### config.mk
export PLATFORM = sky130hd
export DESIGN_NAME = t16_timer
export DESIGN_NICKNAME = d
export VERILOG_FILES = /design/src/t16_pkg.sv /design/src/t16_timer.sv
export SDC_FILE = /design/constraint.sdc
export NUM_CORES = 1
export LEC_CHECK = 0
export ABC_AREA = 1
export BUFFER_PORTS_ARGS = -buffer_cell sky130_fd_sc_hd__buf_2
export CAP_MARGIN = 20
export CORE_ASPECT_RATIO = 1.4
export CORE_MARGIN = 8
export CORE_UTILIZATION = 25
export DETAILED_ROUTE_END_ITERATION = 6
export GPL_ROUTABILITY_DRIVEN = 0
export GPL_TIMING_DRIVEN = 0
export PLACE_DENSITY = 0.43
export SLEW_MARGIN = 20
export SYNTH_ARGS = -nofsm -noshare
export SYNTH_HDL_FRONTEND = slang
export SYNTH_SLANG_ARGS = --single-unit
### constraint.sdc
create_clock -name clk_i -period 2.15 [get_ports clk_i]
set_input_delay 0.1075 -clock clk_i [delete_from_list [all_inputs] [get_ports clk_i]]
set_output_delay 0.1075 -clock clk_i [all_outputs]
set_load 0.005 [all_outputs]
### src/t16_pkg.sv
// constants for the sixteen bit timer control block
package t16_pkg;
    // register indices, byte address is four times the index
    localparam logic [5:0] IDX_CTRL_A = 6'h2F;
    localparam logic [5:0] IDX_CTRL_B = 6'h2E;
    localparam logic [5:0] IDX_CNT_HI = 6'h2D;
    localparam logic [5:0] IDX_CNT_LO = 6'h2C;
    localparam logic [5:0] IDX_CMPA_HI = 6'h2B;
    localparam logic [5:0] IDX_CMPA_LO = 6'h2A;
    localparam logic [5:0] IDX_CMPB_HI = 6'h29;
    localparam logic [5:0] IDX_CMPB_LO = 6'h28;
    localparam logic [5:0] IDX_CAP_HI = 6'h27;
    localparam logic [5:0] IDX_CAP_LO = 6'h26;
    // writable bit masks, the rest are reserved
    localparam logic [7:0] MASK_CTRL_A = 8'hF3;
    localparam logic [7:0] MASK_CTRL_B = 8'hCF;
    // reset values
    localparam logic [7:0] RST_CTRL = 8'h00;
    localparam logic [15:0] RST_WORD = 16'h0000;
    // field positions in control a
    localparam int POS_MODE_A = 6;
    localparam int POS_MODE_B = 4;
    localparam int POS_PWM = 0;
    // field positions in control b
    localparam int POS_FILT = 7;
    localparam int POS_EDGE = 6;
    localparam int POS_CTC = 3;
    localparam int POS_CS = 0;
    // compare output modes
    localparam logic [1:0] MODE_OFF = 2'h0;
    localparam logic [1:0] MODE_TOGGLE = 2'h1;
    localparam logic [1:0] MODE_CLEAR = 2'h2;
    localparam logic [1:0] MODE_SET = 2'h3;
    // clock selections
    localparam logic [2:0] CS_STOP = 3'h0;
    localparam logic [2:0] CS_DIV1 = 3'h1;
    localparam logic [2:0] CS_DIV8 = 3'h2;
    localparam logic [2:0] CS_DIV64 = 3'h3;
    localparam logic [2:0] CS_DIV256 = 3'h4;
    localparam logic [2:0] CS_DIV1024 = 3'h5;
    localparam logic [2:0] CS_EXT_FALL = 3'h6;
    localparam logic [2:0] CS_EXT_RISE = 3'h7;
    // pwm resolutions and turning points
    localparam logic [1:0] PWM_OFF = 2'h0;
    localparam logic [15:0] TOP_8 = 16'h00FF;
    localparam logic [15:0] TOP_9 = 16'h01FF;
    localparam logic [15:0] TOP_10 = 16'h03FF;
    // samples the capture filter must see
    localparam int FILT_LEN = 4;
endpackage

### src/t16_timer.sv
// sixteen bit timer with control registers on a wishbone slave
//
// Decided for this implementation: register access over Wishbone.
`timescale 1ns/1ps
// How it works
// - bits 7..6 of control a steer pin a
// - bits 5..4 of control a steer pin b
// - non-pwm: off, toggle, clear, set
// - pwm: 10 clear up, set down; 11 inverse
// - reserved control bits read as zero
// - pwm select: off, 8, 9, 10 bit
// - filter off: capture on first edge
// - filter on: four equal samples needed
// - edge bit picks falling or rising capture
// - clear on match a, next cycle
// - match detected one cycle after arrival
// - clear on match ignored in pwm
// - clock select: stop, dividers, external edges
// - dividers from cpu clock; stop disables
// - external pin counts even as output
// - external pin sampled on rising clock
// - one shared temp byte for wide access
// - high byte to temp, low loads all
// - low byte write alone loads counter
// - counting resumes after write next cycle
module t16_timer
    import t16_pkg::*;
(
    input wire logic clk_i, // cpu clock
    input wire logic rst_i, // synchronous reset
    input wire logic wb_cyc_i, // bus cycle
    input wire logic wb_stb_i, // strobe
    input wire logic wb_we_i, // write enable
    input wire logic [7:0] wb_adr_i, // byte address
    input wire logic [3:0] wb_sel_i, // byte lanes
    input wire logic [31:0] wb_dat_i, // write data
    output logic [31:0] wb_dat_o, // read data
    output logic wb_ack_o, // acknowledge
    input wire logic ext_count_pin_i, // external count pin
    input wire logic capture_in_pin_i, // capture pin
    output logic cmp_a_out_pin_o, // compare a pin level
    output logic cmp_a_out_oe_o, // compare a pin owned
    output logic cmp_b_out_pin_o, // compare b pin level
    output logic cmp_b_out_oe_o // compare b pin owned
);

    // ==========================================================
    // state
    typedef struct packed {
        logic [7:0] ctrl_a; // control a
        logic [7:0] ctrl_b; // control b
        logic [15:0] cnt; // counter
        logic [7:0] temp; // shared temp byte
        logic [15:0] cmp_a; // compare a value
        logic [15:0] cmp_b; // compare b value
        logic [15:0] cap; // capture value
        logic [9:0] pre; // prescaler
        logic ext_prev; // last external sample
        logic [3:0] hist; // capture samples, bit 0 newest
        logic cap_lvl; // settled capture level
        logic arrived; // counter stepped last cycle
        logic down; // pwm counting down
        logic out_a; // pin a level
        logic out_b; // pin b level
        logic oe_a; // pin a claimed by its mode
        logic oe_b; // pin b claimed by its mode
        logic ack; // bus ack
        logic [31:0] rdat; // bus read data
    } state_t;

    state_t s_q;
    state_t s_d;

    // ==========================================================
    // helpers
    // tick of the selected counter clock
    function automatic logic sel_tick(input logic [2:0] cs, input logic [9:0] pre,
                                      input logic prev, input logic pin);
        case (cs)
            CS_DIV1: sel_tick = 1'b1;
            CS_DIV8: sel_tick = (pre[2:0] == 3'h7);
            CS_DIV64: sel_tick = (pre[5:0] == 6'h3F);
            CS_DIV256: sel_tick = (pre[7:0] == 8'hFF);
            CS_DIV1024: sel_tick = (pre == 10'h3FF);
            CS_EXT_FALL: sel_tick = prev & ~pin;
            CS_EXT_RISE: sel_tick = ~prev & pin;
            default: sel_tick = 1'b0;
        endcase
    endfunction

    // pwm turning point
    function automatic logic [15:0] pwm_top(input logic [1:0] sel);
        case (sel)
            2'h1: pwm_top = TOP_8;
            2'h2: pwm_top = TOP_9;
            default: pwm_top = TOP_10;
        endcase
    endfunction

    // pin level after a match
    function automatic logic pin_next(input logic [1:0] mode, input logic pwm,
                                      input logic down, input logic cur);
        if (!pwm) begin
            case (mode)
                MODE_TOGGLE: pin_next = ~cur;
                MODE_CLEAR: pin_next = 1'b0;
                MODE_SET: pin_next = 1'b1;
                default: pin_next = cur;
            endcase
        end else begin
            case (mode)
                MODE_CLEAR: pin_next = down;
                MODE_SET: pin_next = ~down;
                default: pin_next = cur;
            endcase
        end
    endfunction

    // ==========================================================
    // decoded controls
    logic [1:0] mode_a;
    logic [1:0] mode_b;
    logic [1:0] pwm_sel;
    logic [2:0] clk_sel;
    logic pwm_on;
    logic filt_on;
    logic edge_sel;
    logic ctc_on;
    assign mode_a = s_q.ctrl_a[POS_MODE_A +: 2];
    assign mode_b = s_q.ctrl_a[POS_MODE_B +: 2];
    assign pwm_sel = s_q.ctrl_a[POS_PWM +: 2];
    assign clk_sel = s_q.ctrl_b[POS_CS +: 3];
    assign pwm_on = (pwm_sel != PWM_OFF);
    assign filt_on = s_q.ctrl_b[POS_FILT];
    assign edge_sel = s_q.ctrl_b[POS_EDGE];
    assign ctc_on = s_q.ctrl_b[POS_CTC];

    // bus request decode
    logic req;
    logic wr;
    logic rd;
    logic [5:0] idx;
    logic [7:0] wbyte;
    logic wr_cnt_lo;
    logic [15:0] ld_val;
    assign req = wb_cyc_i & wb_stb_i & ~s_q.ack;
    assign wr = req & wb_we_i & wb_sel_i[0];
    assign rd = req & ~wb_we_i;
    assign idx = wb_adr_i[7:2];
    assign wbyte = wb_dat_i[7:0];
    assign wr_cnt_lo = wr & (idx == IDX_CNT_LO);
    assign ld_val = {s_q.temp, wbyte};

    // counter clock and events
    logic tick;
    logic match_a;
    logic match_b;
    logic ctc_clr;
    logic [15:0] top;
    assign tick = sel_tick(clk_sel, s_q.pre, s_q.ext_prev, ext_count_pin_i);
    assign top = pwm_top(pwm_sel);
    // a match is seen the cycle after the counter arrived
    assign match_a = s_q.arrived & (pwm_on ? (s_q.cnt[9:0] == s_q.cmp_a[9:0])
                                           : (s_q.cnt == s_q.cmp_a));
    assign match_b = s_q.arrived & (pwm_on ? (s_q.cnt[9:0] == s_q.cmp_b[9:0])
                                           : (s_q.cnt == s_q.cmp_b));
    assign ctc_clr = match_a & ctc_on & ~pwm_on;

    // capture level tracking
    logic new_lvl;
    logic cap_trig;
    always_comb begin
        if (filt_on) begin
            // settle only on four equal samples
            if (s_q.hist == {FILT_LEN{1'b1}}) begin
                new_lvl = 1'b1;
            end else if (s_q.hist == {FILT_LEN{1'b0}}) begin
                new_lvl = 1'b0;
            end else begin
                new_lvl = s_q.cap_lvl;
            end
        end else begin
            new_lvl = s_q.hist[0];
        end
    end
    assign cap_trig = (new_lvl != s_q.cap_lvl) & (new_lvl == edge_sel);

    // ==========================================================
    // next state
    always_comb begin
        s_d = s_q;
        s_d.ack = req;
        s_d.pre = 10'(s_q.pre + 10'h001);
        s_d.ext_prev = ext_count_pin_i;
        s_d.hist = {s_q.hist[2:0], capture_in_pin_i};
        s_d.cap_lvl = new_lvl;
        s_d.arrived = 1'b0;
        // counting
        if (ctc_clr) begin
            s_d.cnt = RST_WORD;
        end else if (tick) begin
            s_d.arrived = 1'b1;
            if (!pwm_on) begin
                s_d.cnt = 16'(s_q.cnt + 16'h0001);
            end else if (!s_q.down) begin
                if (s_q.cnt >= top) begin
                    s_d.down = 1'b1;
                    s_d.cnt = 16'(s_q.cnt - 16'h0001);
                end else begin
                    s_d.cnt = 16'(s_q.cnt + 16'h0001);
                end
            end else begin
                if (s_q.cnt == RST_WORD) begin
                    s_d.down = 1'b0;
                    s_d.cnt = 16'h0001;
                end else begin
                    s_d.cnt = 16'(s_q.cnt - 16'h0001);
                end
            end
        end
        if (!pwm_on) begin
            s_d.down = 1'b0;
        end
        // compare pin actions
        if (match_a) begin
            s_d.out_a = pin_next(mode_a, pwm_on, s_q.down, s_q.out_a);
        end
        if (match_b) begin
            s_d.out_b = pin_next(mode_b, pwm_on, s_q.down, s_q.out_b);
        end
        // pin ownership follows the mode, one cycle behind a control write
        s_d.oe_a = pwm_on ? mode_a[1] : (mode_a != MODE_OFF);
        s_d.oe_b = pwm_on ? mode_b[1] : (mode_b != MODE_OFF);
        // capture
        if (cap_trig) begin
            s_d.cap = s_q.cnt;
        end
        // register writes
        if (wr) begin
            case (idx)
                IDX_CTRL_A: s_d.ctrl_a = wbyte & MASK_CTRL_A;
                IDX_CTRL_B: s_d.ctrl_b = wbyte & MASK_CTRL_B;
                IDX_CNT_HI, IDX_CMPA_HI, IDX_CMPB_HI: s_d.temp = wbyte;
                IDX_CNT_LO: begin
                    s_d.cnt = ld_val;
                    s_d.arrived = 1'b0;
                end
                IDX_CMPA_LO: s_d.cmp_a = ld_val;
                IDX_CMPB_LO: s_d.cmp_b = ld_val;
                default: s_d.temp = s_q.temp;
            endcase
        end
        // register reads
        s_d.rdat = 32'h0000_0000;
        if (rd) begin
            case (idx)
                IDX_CTRL_A: s_d.rdat[7:0] = s_q.ctrl_a;
                IDX_CTRL_B: s_d.rdat[7:0] = s_q.ctrl_b;
                IDX_CNT_LO: begin
                    s_d.rdat[7:0] = s_q.cnt[7:0];
                    s_d.temp = s_q.cnt[15:8];
                end
                IDX_CAP_LO: begin
                    s_d.rdat[7:0] = s_q.cap[7:0];
                    s_d.temp = s_q.cap[15:8];
                end
                IDX_CNT_HI, IDX_CAP_HI: s_d.rdat[7:0] = s_q.temp;
                IDX_CMPA_HI: s_d.rdat[7:0] = s_q.cmp_a[15:8];
                IDX_CMPA_LO: s_d.rdat[7:0] = s_q.cmp_a[7:0];
                IDX_CMPB_HI: s_d.rdat[7:0] = s_q.cmp_b[15:8];
                IDX_CMPB_LO: s_d.rdat[7:0] = s_q.cmp_b[7:0];
                default: s_d.rdat = 32'h0000_0000;
            endcase
        end
    end

    // ==========================================================
    // state register
    always_ff @(posedge clk_i) begin
        if (rst_i) begin
            s_q <= '0;
        end else begin
            s_q <= s_d;
        end
    end

    // ==========================================================
    // outputs, all from flip-flops
    assign wb_ack_o = s_q.ack;
    assign wb_dat_o = s_q.rdat;
    assign cmp_a_out_pin_o = s_q.out_a;
    assign cmp_b_out_pin_o = s_q.out_b;
    // pin handed to the port once the mode claims it
    assign cmp_a_out_oe_o = s_q.oe_a;
    assign cmp_b_out_oe_o = s_q.oe_b;
endmodule

# --- After elaboration in Yosys (flattened, before gate mapping) ---
# Cells that the tools add are included.
# W data, S select, Z words.
classes:
  add_sub_neg: 3
  n_reduce_logical: 18
  n_mux: 37
  eq_ne: 38
  bitwise: 22
  n_lt_le_gt_ge: 1
ops:
  columns: ["operator", "count"]
  rows:
  - ["$mux W16", 9]
  - ["$pmux W8 S9", 1]
  - ["$eq A6 B6 Y1 const B", 11]
  - ["$mux W56", 1]
  - ["$eq A16 B16 Y1", 2]
  - ["$eq A10 B10 Y1", 2]
  - ["$pmux W10 S2", 1]
  - ["$add A16 B1 Y16 const B", 1]
  - ["$ge A16 B16 Y1", 1]
  - ["$logic_not A16 Y1", 1]
  - ["$mux W8", 2]
  - ["$pmux W8 S2", 1]
  - ["$sub A16 B1 Y16 const B", 1]
  - ["$eq A3 B3 Y1 const B", 5]
  - ["$mux W1", 15]
  - ["$and A1 B1 Y1", 12]
  - ["$add A10 B1 Y10 const B", 1]
  - ["$eq A10 B10 Y1 const B", 1]
  - ["$eq A2 B2 Y1 const B", 5]
  - ["$not A1 Y1", 10]
  - ["$reduce_and A3 Y1", 3]
  - ["$eq A8 B8 Y1 const B", 1]
  - ["$reduce_and A2 Y1", 4]
  - ["$pmux W1 S7", 1]
  - ["15 further kinds", 27]
totals:
  input_bits: 51
  wordCells: 139
  reg_bits: 139
  out_inout_bits: 37

# --- Longest topological paths before layout ---
depth:
  word_depth: 12
  depth_mapped: 15
  ltp_nobuf: 15

# --- Least setup slack after synthesis ---
# No wires, ideal clock.
synth_timing:
  path_type: "reg2reg"
  startpoint: "register s_q (netlist bit pwm_sel[0])"
  endpoint: "register s_q[112] (netlist bit)"
  required_ps: 2022
  path_slack_ps: 167
  path_stages_with_launch: 15
  n_path_buf: 1
  period_less_slack_ps: 1983
  arrival_ps: 1856
  setup_ps: 128
  path_cell_list: "dfxtp_1 inv_1 ha_1 ha_1 nand2_1 nand3_1 nor2_2 nand2_4 nand2_4 buf_6 nand2_1 a21oi_1 nor2_1 nor2_1 nor2_1"
synth_via:
  elab_chain_len: 10
  elab_cells_between_ends: 17
  cone_classes: "order compare (1); eq/ne (2); mux (9); bitwise (4); reduce/logical (1)"
synth_rtl:
  columns: ["element", "line_no", "rtl"]
  rows:
  - ["start: declaration", "t16_timer.sv:71", "state_t s_q;"]
  - ["start signal: assignment", "t16_timer.sv:281", "s_q <= '0;"]
  - ["start signal: assignment", "t16_timer.sv:283", "s_q <= s_d;"]
  - ["$eq A2 B2 Y1 or $eq A2 B1 Y1 (tied branches)", "t16_timer.sv:93", "case (sel)"]
  - ["$pmux W10 S2", "t16_timer.sv:93", null]
  - ["$ge A16 B16 Y1", "t16_timer.sv:206", "if (s_q.cnt >= top) begin"]
  - ["$mux W16", "t16_timer.sv:206", null]
  - ["$mux W16", "t16_timer.sv:205", "end else if (!s_q.down) begin"]
  - ["$mux W16", "t16_timer.sv:203", "if (!pwm_on) begin"]
  - ["$mux W16", "t16_timer.sv:201", "end else if (tick) begin"]
  - ["$mux W16 *", "t16_timer.sv:199", "if (ctc_clr) begin"]
  - ["$mux W16", "t16_timer.sv:240", "case (idx)"]
  - ["$mux W56 *", "t16_timer.sv:239", "if (wr) begin"]
# Mark *: on every way between the ends. The rest lies on a longest branch, timed or not.
# A chain may end at the register's enable or synchronous reset.

# --- Worst setup path in the final report ---
layout_timing:
  startpoint: "register s_q (netlist bit pwm_sel[0])"
  endpoint: "register s_q[122] (netlist bit)"
# Same word-level chain as after synthesis.

==> flow_summary.toml <==
[outcome]
status = "completed"

[pwr]
switching_share_pct = 23.30
p_int_w = 0.003955
power_density_cells_nw_per_um2 = 597.9
p_sw_w = 0.001202
clock_power_share_pct = 52.1
comb_power_share_pct = 5.5
sequentialPowerShare_pct = 42.3
leakage_nw = 3.692
vdd.ir_drop.worst_uv = 425.8

[grt]
met3_usage_pct = 2.309
grt_first_pass_wirelength_um = 42190
antenna_found_initial = 0
grt-busiest-layer = "met2"
first_global_vias = 7063
groute.layer.met1.usage_pct = 18.05
grt_max_degree = 17
gr-usage-met2_pct = 30.95
grt_usage_pct = 17.08
gr-total-overflow = 0

[job]
maxCapViolCount = 0

[floorplanning]
std_cell_rows = 72
initial_core_util_pct = 25.24
die-width_um = 156.5
die_height_um = 212.8
floorplan.io_pins = 88
die-area_um2 = 33300
coreArea_um2 = 27390

[synth]
yosys_most_used_dff = "dfxtp_1"
synth_top_cell_by_area = "dfxtp_1"
post_synth_inst_count = 1076
ys_ff_latch = 115
synth_async_sr_flop_share_pct = 0
synth_enable_flop_cells = 0
synth_cell_type_count = 42
syn-mean-instance-area_um2 = 6.425
synth_largest_type_area_fraction_pct = 33.30
yosys_warnings = 0
synth.area.mux_share_pct = 0
synth_simple_gate_area_share_pct = 33.95
adder_and_majority_cell_fraction_of_the_synthesized_area_pct = 1.629
main_combinational_cell_family_by_area_after_synthesis = "simple AND/OR/NAND/NOR gates"
synth-compound-area-share_pct = 17.23
synth_xor_area_share_pct = 1.394
synth.top_cells.by_area = "dfxtp_1 (33%), nand2_1 (12%), nor2_1 (10%)"
mappedNetlistArea_um2 = 6913
seq_area_frac_synth_pct = 33.30

[drt]
drt-wirelength-per-cell_um = 18.36
detail_route.iter0.violations = 525
routed-via-count = 7333
pre_antenna_drt_iters = 5
vias_per_cell = 4.719
drc_errors = 0
routed_wirelength_um = 28540
postRouteAntennaNets = 0

[critical_path]
crit_arrival_ns = 2.45
critical_path.max_fanout = 5
critical_path_required_ns = 2.50
worst_setup_path_start_kind = "flip-flop"
timing.critical_path.to_type = "flip-flop"
timing_worst_setup_path_type = "flip-flop to flip-flop"

[finish]
layout_common_cells = "nand2_1 (223), nor2_1 (181), dfxtp_1 (106), inv_1 (92), o21ai_0 (89)"
finish.net_count = 1232
relative_area_change_from_synthesis_to_final_layout_pct = 24.78
post_route_cells_drive_above_1_share_pct = 19.26
layoutNonFillerInstCount = 1554
fillers = 3099
n_antenna_cell = 0
layout_commonest_cell = "nand2_1"

[sta]
grt_setup_unrepaired = "yes"
setup_slack_ns = 0.04326
fmax_mhz = 474.7
maxSlewHeadroom_pct = 49.99
timing.final.crit_share_pct = 97.99
timing_worst_slew_pin_value_ns = 0.7502
final-max-slew-violation-count = 0
fin_worst_skew_ns = 0.006865
finalSetupViolCount = 0
finalSetupTns_ns = 0
report.final.hold_viol_count = 0
whs_ns = 0.004792
timing.final.crit_period_ns = 2.107

[cts]
tritoncts_num_sinks = 115
cts_max_path_buffers = 2
cts_tree = "done"
clkTransAtPathRegs_ns = 0.06
cts_root_buffer = "clkbuf_16"
cts-buffers-inserted = 17
clkLatencyLatePin_ns = 0.42
ctsHtreeMaxLevel = 4

[placement]
placed_cells_incl_taps = 1502
place.port_buffers = 33
dpl_worst_slack_ns = -0.3019
detailedPlacementHpwl_um = 22290

[hold_path]
min_path_type = "primary input to flip-flop"
-- cells by family (layout without fill, tap and decap cells) --
logic type      Yosys count  after routing
simple gates            540            540
buf+inv                 183            268
xor+xnor                 11             11
fa+ha+maj                 9              9
compound gates          217            217
other cells               1             24
flops                   115            115
-- flip-flops by register name, summed over array words and instances (netlist names) --
signal,flops
s_q,79
ld_val,8
wb_dat_o,8
clk_sel,3
s_d,3
mode_a,2
mode_b,2
pwm_sel,2
cmp_a_out_oe_o,1
cmp_a_out_pin_o,1
cmp_b_out_oe_o,1
cmp_b_out_pin_o,1
ctc_on,1
edge_sel,1
filt_on,1
wb_ack_o,1
-- critical path, stage by stage, from the launching register on --
cell and delay [ns]:
dfxtp_4 0.36, inv_4 0.04, ha_4 0.21, ha_4 0.28
nand2_4 0.06, nor2_4 0.12, nand3_4 0.10, nand2_4 0.12
nand2_2 0.09, nor2_4 0.24, inv_2 0.06, nor2_1 0.10
nor2_1 0.06, nor2_1 0.08, nor2_1 0.05, nor2_1 0.07
-- path summary, 6_finish.rpt --
check / slack [ns] / start / cells after the start / endpoint
worst min-delay path: 0.005 / wb_dat_i[6] / 3 / ld_val[14]
worst max-delay path: 0.04 / pwm_sel[0] / 15 / s_q[122]
worst min register to register: 0.45 / s_d[42] / 2 / s_d[43]
worst max register to register: 0.04 / pwm_sel[0] / 15 / s_q[122]
-- power groups by stage --
stage | clock network [W] | logic, W | registers, W
finish | 0.00269 | 0.000285 | 0.00218
global route | 0.00282 | 0.000313 | 0.00218
CTS | 0.00273 | 0.000280 | 0.00218
detailed placement | 0 | 0.000272 | 0.00223
global placement | 0 | 0.000271 | 0.00223
floorplan | 0 | 0.000164 | 0.00222
-- metal layers --
| metal | wire, um | part of all wire, % |
|---|---|---|
| met1 | 11020 | 39 |
| met2 | 14500 | 51 |
| met3 | 1093 | 3.8 |
| met4 | 1931 | 6.8 |
| met5 | 0 | 0 |
-- layout make-up --
| type | instances | area [um2] | area share (%) |
|---|---|---|---|
| inverter | 114 | 447.9 | 5.193 |
| clock buffer | 26 | 499.2 | 5.788 |
| tap | 370 | 462.9 | 5.367 |
| multi-input combinational | 801 | 4026 | 46.68 |
| sequential | 115 | 2316 | 26.85 |
| timing repair buffer | 54 | 364.1 | 4.221 |
| clock inverter | 5 | 50.05 | 0.5802 |
| buffer | 69 | 459.2 | 5.323 |
-- stage by stage --
step                power [W]  area [um2]  utilization [%]
floorplan            0.002388        6999                -
global placement     0.002499        7627            27.85
detailed placement   0.002500        7627            27.85
CTS                  0.005197        8433            30.79
global route         0.005316        8626            31.50
finish               0.005157        8626            31.50
-- synth_stat cells (3+ instances only) --
library cell    n
o31ai_1         6
inv_1         100
nand4_1        13
xor2_1         11
o2111ai_1       4
a31oi_1         4
nor4_1          6
clkbuf_1       15
nand2_1       229
buf_4          37
nand2_4         3
o221ai_1        3
o21ai_1         5
dfxtp_1       115
o22ai_1         5
nor2_1        185
ha_1            9
o21ai_0        92
nand2_2         3
o21a_1          3
nor2_4          6
buf_2          15
nand3_1        66
nor3_1          7
a21oi_1        82
inv_2          14
nor2_2         13
o21ai_2         3
-- repair_timing --
item,in CTS,in global routing
gates cloned,1,0
pin swaps,10,24
endpoints found under the hold margin,4,0
gates resized for setup,26,49
endpoints found under the setup margin,17,35
setup buffers,11,5
hold buffers,4,0
(Power assumes the default switching activity.)
